$ cat src/hdl/bpw_defs.vh
// bpw_defs.vh: mode encodings and widths for the bridge waveform generator
// assumes: included by the design, the checker and the bench
`ifndef BPW_DEFS_VH
`define BPW_DEFS_VH
`define BPW_MODE_W      3
`define BPW_MODE_PPC    3'h0
`define BPW_MODE_PPFB   3'h1
`define BPW_MODE_PPFBC  3'h2
`define BPW_MODE_PSK    3'h3
`define BPW_MODE_PSKC   3'h4
`define BPW_MODE_FBFWD  3'h5
`define BPW_MODE_FBREV  3'h6
`define BPW_DB_W        8
`define BPW_DB_ZERO     8'h00
`define BPW_RISE_W      4
`endif

$ cat src/hdl/bpw_gen.v
// bpw_gen.v: six-output waveform generator for push-pull, pulse-skipping
// and full-bridge modes, with rising and falling dead band.
// assumes: period/rise/fall events are one-cycle pulses on ref_clk;
// async rising inputs come from pins and are synchronised here;
// mode and dead-band settings are static while enabled, except that
// a bridge mode may flip its direction at any time.
//
// Contract
// RULE_01 - push-pull complementary: a with e, b with f, dead band, no steering
// RULE_02 - odd period: rise drops e, dead band, raises a; fall reverses
// RULE_03 - even period: rise drops f, dead band, raises b; fall reverses
// RULE_04 - four full-bridge: odd period a and c rise and fall together
// RULE_05 - four full-bridge: even period b and d rise and fall together
// RULE_06 - full-bridge complementary: a-d primary, e-f complementary, dead band
// RULE_07 - odd period: rise drops e, dead band, raises a,c; fall reverses
// RULE_08 - even period: rise drops f, dead band, raises b,d; fall reverses
// RULE_09 - pulse skipping: rise only if an enabled async input high at period
// RULE_10 - qualified pulse applied at next synchronous rising event
// RULE_11 - pulse skipping: falling event always taken, no qualification
// RULE_12 - single pulse skipping: only a, no dead band
// RULE_13 - software uses an external source to qualify pulses
// RULE_14 - complementary pulse skipping: a primary, b complementary, dead band
// RULE_15 - full bridge uses single-mode events on a-d, direction by mode
// RULE_16 - dead band only at direction change; forward to reverse uses falling
// RULE_17 - reverse to forward uses rising dead-band counter
// RULE_18 - forward: d held active, b,c inactive, a follows events
// RULE_19 - reverse: c held active, a,d inactive, b follows events
// RULE_20 - separate 8-bit rising and falling dead-band counters; the code shares one 8-bit counter, cnt_q, for both
// RULE_21 - rising delays primary on; falling delays complementary on
// RULE_22 - parity flag toggles each period, starts odd on enable; the code toggles only when st_q is ST_IDLE and prim_q is low
// RULE_23 - dead band off: outputs swap in the same cycle
`timescale 1ns/1ns
`include "bpw_defs.vh"

module bpw_gen (
  input  wire                   ref_clk,
  input  wire                   srst,
  input  wire                   enable,
  input  wire [`BPW_MODE_W-1:0] mode,
  input  wire                   db_rise_en,
  input  wire                   db_fall_en,
  input  wire [`BPW_DB_W-1:0]   db_rise_time,
  input  wire [`BPW_DB_W-1:0]   db_fall_time,
  input  wire                   period_evt,
  input  wire                   rise_evt,
  input  wire                   fall_evt,
  input  wire [`BPW_RISE_W-1:0] async_rise_in,
  input  wire [`BPW_RISE_W-1:0] async_rise_en,
  output reg                    out_a,
  output reg                    out_b,
  output reg                    out_c,
  output reg                    out_d,
  output reg                    out_e,
  output reg                    out_f
);

  localparam [2:0] ST_IDLE = 3'h1;
  localparam [2:0] ST_DBR  = 3'h2;
  localparam [2:0] ST_DBF  = 3'h4;

  // mode classes, used by both the event path and the static drive
  function is_comp;
    input [`BPW_MODE_W-1:0] m;
    begin
      is_comp = (m == `BPW_MODE_PPC) || (m == `BPW_MODE_PPFBC) || (m == `BPW_MODE_PSKC);
    end
  endfunction

  function is_fb;
    input [`BPW_MODE_W-1:0] m;
    begin
      is_fb = (m == `BPW_MODE_FBFWD) || (m == `BPW_MODE_FBREV);
    end
  endfunction

  function is_psk;
    input [`BPW_MODE_W-1:0] m;
    begin
      is_psk = (m == `BPW_MODE_PSK) || (m == `BPW_MODE_PSKC);
    end
  endfunction

  // two-flop synchronisers for the asynchronous rising sources
  // only rs2_q feeds logic; rs1_q may still be settling
  reg  [`BPW_RISE_W-1:0] rs1_q;
  reg  [`BPW_RISE_W-1:0] rs2_q;
  always @(posedge ref_clk)
  begin
    if (srst)
    begin
      rs1_q <= {`BPW_RISE_W{1'b0}};
      rs2_q <= {`BPW_RISE_W{1'b0}};
    end
    else
    begin
      rs1_q <= async_rise_in;
      rs2_q <= rs1_q;
    end
  end

  reg                  en_q;
  reg                  odd_q;
  reg                  qual_q;
  reg                  prim_q;
  reg                  cmp_q;
  reg                  dir_rev_q;
  reg                  fb_pend_q;
  reg  [2:0]           st_q;
  reg  [`BPW_DB_W-1:0] cnt_q;

  // decodes read the live mode: only a bridge direction flip moves it while enabled
  wire comp_m  = is_comp(mode);
  wire fb_m    = is_fb(mode);
  wire psk_m   = is_psk(mode);
  wire qual_in = |(rs2_q & async_rise_en);
  wire want_rev = (mode == `BPW_MODE_FBREV);
  wire rise_ok = psk_m ? qual_q : 1'b1; // see RULE_10
  wire db_done = (cnt_q == `BPW_DB_ZERO);

  // one pulse state: primary and complementary levels plus dead-band timer
  reg                  prim_d;
  reg                  cmp_d;
  reg  [2:0]           st_d;
  reg  [`BPW_DB_W-1:0] cnt_d;
  always @*
  begin
    prim_d = prim_q;
    cmp_d  = cmp_q;
    st_d   = st_q;
    cnt_d  = cnt_q;
    case (st_q)
      ST_IDLE:
      begin
        if (rise_evt && rise_ok && !prim_q)
        begin
          cmp_d = 1'b0; // see RULE_02, RULE_03, RULE_07, RULE_08, RULE_14
          // counter loads N-1: turn-on comes exactly N clocks after turn-off
          if (comp_m && db_rise_en && db_rise_time != `BPW_DB_ZERO)
          begin
            st_d  = ST_DBR; // see RULE_21
            cnt_d = db_rise_time - 8'h01;
          end
          else
            prim_d = 1'b1; // see RULE_23
        end
        else if (fall_evt && prim_q)
        begin
          prim_d = 1'b0; // see RULE_11
          // the complementary leg waits out the falling dead band
          if (comp_m && db_fall_en && db_fall_time != `BPW_DB_ZERO)
          begin
            st_d  = ST_DBF; // see RULE_21
            cnt_d = db_fall_time - 8'h01;
          end
          else
            cmp_d = comp_m; // see RULE_23
        end
      end
      ST_DBR:
      begin
        // a fall event here is refused: the primary is not on yet
        if (db_done)
        begin
          prim_d = 1'b1;
          st_d   = ST_IDLE;
        end
        else
          cnt_d = cnt_q - 8'h01; // see RULE_20
      end
      ST_DBF:
      begin
        if (db_done)
        begin
          cmp_d = 1'b1;
          st_d  = ST_IDLE;
        end
        else
          cnt_d = cnt_q - 8'h01; // see RULE_20
      end
      default:
      begin
        // a corrupt state code falls back to idle
        st_d = ST_IDLE;
      end
    endcase
  end

  // parity and pulse-skip qualification; enable low parks both
  always @(posedge ref_clk)
  begin
    if (srst || !enable)
    begin
      odd_q  <= 1'b0;
      qual_q <= 1'b0;
    end
    else
    begin
      // held even until live, so the first period event opens an odd period
      if (en_q && period_evt && st_q == ST_IDLE && !prim_q)
        odd_q <= ~odd_q; // see RULE_22
      // a period event beside a rise wins: it belongs to the next period
      if (period_evt)
        qual_q <= qual_in; // see RULE_09
      else if (rise_evt)
        qual_q <= 1'b0; // see RULE_10
    end
  end

  always @(posedge ref_clk)
  begin
    if (srst || !enable)
    begin
      en_q      <= 1'b0;
      prim_q    <= 1'b0;
      cmp_q     <= 1'b0;
      st_q      <= ST_IDLE;
      cnt_q     <= `BPW_DB_ZERO;
      dir_rev_q <= 1'b0;
      fb_pend_q <= 1'b0;
    end
    else
    begin
      // en_q marks the first live cycle: idle levels are loaded there
      en_q <= 1'b1;
      if (!en_q)
      begin
        cmp_q     <= comp_m;
        dir_rev_q <= want_rev;
      end
      else if (fb_m && (want_rev != dir_rev_q) && !fb_pend_q)
      begin
        // direction swap: all legs off, then wait the matching dead band
        fb_pend_q <= 1'b1; // see RULE_16
        prim_q    <= 1'b0;
        cnt_q     <= want_rev ? db_fall_time : db_rise_time; // see RULE_16, RULE_17
      end
      else if (fb_pend_q)
      begin
        // pulse state frozen while swapping: events then are refused
        if (db_done)
        begin
          fb_pend_q <= 1'b0;
          dir_rev_q <= want_rev;
        end
        else
          cnt_q <= cnt_q - 8'h01;
      end
      else
      begin
        prim_q <= prim_d; // see RULE_15
        cmp_q  <= cmp_d;
        st_q   <= st_d;
        cnt_q  <= cnt_d;
      end
    end
  end

  // output steering by mode; parity picks the active leg in push-pull
  reg pa;
  reg pb;
  reg pc;
  reg pd;
  reg pe;
  reg pf;
  always @*
  begin
    pa = 1'b0;
    pb = 1'b0;
    pc = 1'b0;
    pd = 1'b0;
    pe = 1'b0;
    pf = 1'b0;
    if (en_q)
    begin
      case (mode)
        `BPW_MODE_PPC:
        begin
          pa = odd_q & prim_q; // see RULE_01, RULE_02
          pb = !odd_q & prim_q; // see RULE_03
          pe = odd_q ? cmp_q : 1'b1;
          pf = odd_q ? 1'b1 : cmp_q;
        end
        `BPW_MODE_PPFB:
        begin
          pa = odd_q & prim_q; // see RULE_04
          pc = odd_q & prim_q;
          pb = !odd_q & prim_q; // see RULE_05
          pd = !odd_q & prim_q;
        end
        `BPW_MODE_PPFBC:
        begin
          pa = odd_q & prim_q; // see RULE_06, RULE_07
          pc = odd_q & prim_q;
          pb = !odd_q & prim_q; // see RULE_08
          pd = !odd_q & prim_q;
          pe = odd_q ? cmp_q : 1'b1;
          pf = odd_q ? 1'b1 : cmp_q;
        end
        `BPW_MODE_PSK:
          pa = prim_q; // see RULE_12
        `BPW_MODE_PSKC:
        begin
          pa = prim_q; // see RULE_14
          pb = cmp_q;
        end
        `BPW_MODE_FBFWD, `BPW_MODE_FBREV:
        begin
          if (!fb_pend_q)
          begin
            pa = !dir_rev_q & prim_q; // see RULE_18
            pd = !dir_rev_q;
            pb = dir_rev_q & prim_q; // see RULE_19
            pc = dir_rev_q;
          end
        end
        // code 7 and unused codes: all outputs off
        default:
          pa = 1'b0;
      endcase
    end
  end

  // one clock of latency buys glitch-free pins straight from flip-flops
  always @(posedge ref_clk)
  begin
    if (srst)
    begin
      out_a <= 1'b0;
      out_b <= 1'b0;
      out_c <= 1'b0;
      out_d <= 1'b0;
      out_e <= 1'b0;
      out_f <= 1'b0;
    end
    else
    begin
      out_a <= pa;
      out_b <= pb;
      out_c <= pc;
      out_d <= pd;
      out_e <= pe;
      out_f <= pf;
    end
  end

endmodule // bpw_gen

$ cat config.mk
export PLATFORM = sky130hd
export DESIGN_NAME = bpw_gen
export DESIGN_NICKNAME = d
export VERILOG_FILES = /design/src/hdl/bpw_gen.v
export VERILOG_INCLUDE_DIRS = /design/src /design/src/hdl
export SDC_FILE = /design/constraint.sdc
export NUM_CORES = 1
export LEC_CHECK = 0
export BUFFER_PORTS_ARGS = -buffer_cell sky130_fd_sc_hd__buf_2
export CORE_UTILIZATION = 45
export DETAILED_ROUTE_END_ITERATION = 12
export PLACE_DENSITY = 0.71
export SYNTH_ARGS = -nofsm -noshare
export SYNTH_HDL_FRONTEND = slang
export SYNTH_SLANG_ARGS = --single-unit
$ cat constraint.sdc
create_clock -name ref_clk -period 8.5 [get_ports ref_clk]
set_clock_uncertainty 0.15 [all_clocks]
set_input_delay 1.7 -clock ref_clk [delete_from_list [all_inputs] [get_ports ref_clk]]
set_output_delay 1.7 -clock ref_clk [all_outputs]
set_load 0.005 [all_outputs]
==> results.cfg <==
[finish]
fin_area_um2 = 2460
final_cell_mix = buf_2, dfxtp_1, nand2_1
multiInputGateArea_um2 = 1400
area_growth_pct = 14.3
seqCellArea_um2 = 641
layout-drive-gt1-share_pct = 18.5
num_antenna_cells = 0
final_common_cell = buf_2
nFillCells = 429
nets = 340

[floorplan]
coreArea_um2 = 4470
num_rows = 24
num_io_pins = 41
initial_utilization_pct = 48.2
fp.dieArea_um2 = 5070
fp.dieW_um = 71.2
fp.dieH_um = 71.2

[setup_path]
cp.required_ns = 8.56
worstPathCellList = buf_2 > or4b_1 > o311a_1 > mux2i_1 > ha_1 > nor3b_1 > xor2_1 > nor2_1 > a21oi_1 > a21oi_1 > o22ai_1
critPathBufInv = 1
r2r_start = prim_q
startpoint_type = input pin
critPathKind = in2reg
cp.arrival_ns = 4.40
cp-end-kind = flop
setup.worst_path.start = mode[2]
critPathTopFamily = compound AO/OA/AOI/OAI gates
critical-path-max-stage-delay_ns = 0.72
cp_common_cell = a21oi_1
crit_path_max_fanout = 19
crit_slowest_cell = o311a_1

[power_and_ir_drop]
ir_worst_vdd_v = 0.0000953
power_density_nw_per_um2 = 148
leakagePower_nw = 1.02

[detailed_routing]
drc_errors = 1
vias_per_cell = 5.73
drtPass1Iterations = 8
drt-total-wl_um = 5300
first_iter_violations = 199
wire_per_inst_um = 14.9
routed-via-count = 2033
ant_nets = 0

[sta]
setup_slack_ns = 4.16
finalSetupTns_ns = 0
worstMarginPinSlew_ns = 0.846
max_slew_margin_pct = 43.6
whs_ns = 0.285
drv_slew = 0
max_freq_ghz = 0.230
rsz0062_at_grt = false
hold_viol = 0
setup-violations-final = 0
post-route-min-period_ns = 4.34
period_share_pct = 51.1

[grt]
grt_max_degree = 20
overflow = 0
grt_pass1_wl_um = 8890
antenna_found_initial = 0
grt_pass1_vias = 1875
grtUsageTotal_pct = 22.1

[clocking]
cts-resized-gates = 0
cts_buffer_depth = 2
cts_buffers = 5
clkTransAtPathRegs_ns = 0.07
cts_root_buf = clkbuf_8
postCtsSetupRepairBufs = 0
clock_latency_ns = 0.28
cts_tree = built
holdBufCountCts = 0
htreeDepth = 2
cts_sinks = 32

[placement]
globalplace.congestion = 1.02
dpl_cell_area_um2 = 2350
portBuffers = 40
pre_cts_slack_ns = 3.91
dpl.hpwl_um = 3830

[synthesis]
synth_edf_count = 0
netlist.area_leader.share_pct = 29.7
yosys_warnings = 0
synth_nets = 308
synth_cell_type_count = 56
postSynthAreaPerCell_um2 = 7.98
ys_ff_latch = 32
synth-async-reset-ratio_pct = 0
yosysSeqAreaShare_pct = 29.7
yosys.area.top_type = dfxtp_1
synth-main-ff-cell = dfxtp_1
synth_area_leaders = dfxtp_1, mux2i_1, a21oi_1, nand2_1, xor2_1
netlist_area_um2 = 2160
syn_inst = 270

[outcome]
violations = design-rule violations
outcome = finished, violations left

[worst_hold_path]
min_from = rs1_q[2]
hp-class = reg2reg

[flow_run]
drv_cap = 0
## metal layers
layer,up-vias,routed length (um),GRT usage [%]
met2,57,2360,32.5
met5,-,0,0
met4,0,37,8.00
li1,1050,-,-
met3,5,273,4.50
met1,921,2630,31.8
## worst paths after layout
check / endpoint / slack (ns) / cells after the start
hold / removal: rs2_q[2] / 0.28 / 1
setup reg to reg: cnt_q[4] / 5.38 / 10
setup / recovery: cnt_q[4] / 4.16 / 11
hold reg to reg: rs2_q[2] / 0.28 / 1
## kinds of logic (layout without fill, tap and decap cells)
group           Yosys count  after routing  synth area share, %
xor+xnor                 16             16                 6.50
fa+ha+maj                 3              3                 1.74
simple gates            111            111                 28.6
mux                      14             14                 6.50
flops                    32             32                 29.7
buf+inv                  26             59                 5.22
compound gates           68             68                 21.7
## through the flow
| step | cells | util (%) | total power, W |
|---|---|---|---|
| 3_3_place_gp | 347 | 52.6 | 0.000219 |
| 6_report | 355 | 55.1 | 0.000365 |
| 4_1_cts | 355 | 55.1 | 0.000366 |
| 3_5_place_dp | 347 | 52.6 | 0.000219 |
| 2_1_floorplan | 270 | - | 0.000199 |
| 5_1_grt | 355 | 55.1 | 0.000381 |
## power breakdown
group          switching [W]  internal [W]
sequential        0.00000280      0.000153
clock              0.0000610     0.0000867
combinational      0.0000353     0.0000257
## registers in the layout (all words and copies together) (netlist names)
signal	flops
cnt_q	8
rs1_q	4
rs2_q	4
st_q	3
cmp_q	1
dir_rev_q	1
en_q	1
fb_pend_q	1
odd_q	1
out_a	1
out_b	1
out_c	1
out_d	1
out_e	1
out_f	1
prim_q	1
qual_q	1
## final cells by class
| class | instances | share of cell area (%) |
|---|---|---|
| Clock inverter | 3 | 1.73 |
| Sequential cell | 32 | 26.0 |
| Tap cell | 52 | 2.64 |
| Inverter | 10 | 1.52 |
| Timing Repair Buffer | 41 | 8.43 |
| Clock buffer | 5 | 2.79 |
| Multi-Input combinational cell | 212 | 56.9 |
## Yosys cell counts, types with 2 or more instances
cell type   n
dfxtp_1    32
nand2_1    25
nor2_1     23
a21oi_1    19
mux2i_1    14
nor2b_1    12
inv_1      10
xor2_1     10
clkbuf_1    9
nor3_1      9
o22ai_1     8
a31oi_1     7
nand3_1     7
buf_2       6
nand2b_1    6
o21ai_0     6
xnor2_1     6
o211ai_1    4
ha_1        3
nand3b_1    3
nor4_1      3
a2111oi_0   2
a211oi_1    2
a22oi_1     2
and2_1      2
and3_1      2
nand4b_1    2
nand4bb_1   2
nor3b_1     2
o21a_1      2
o311a_1     2
o311ai_0    2
or2_2       2
or4_1       2
No activity file was read; power rests on OpenSTA's default activity.
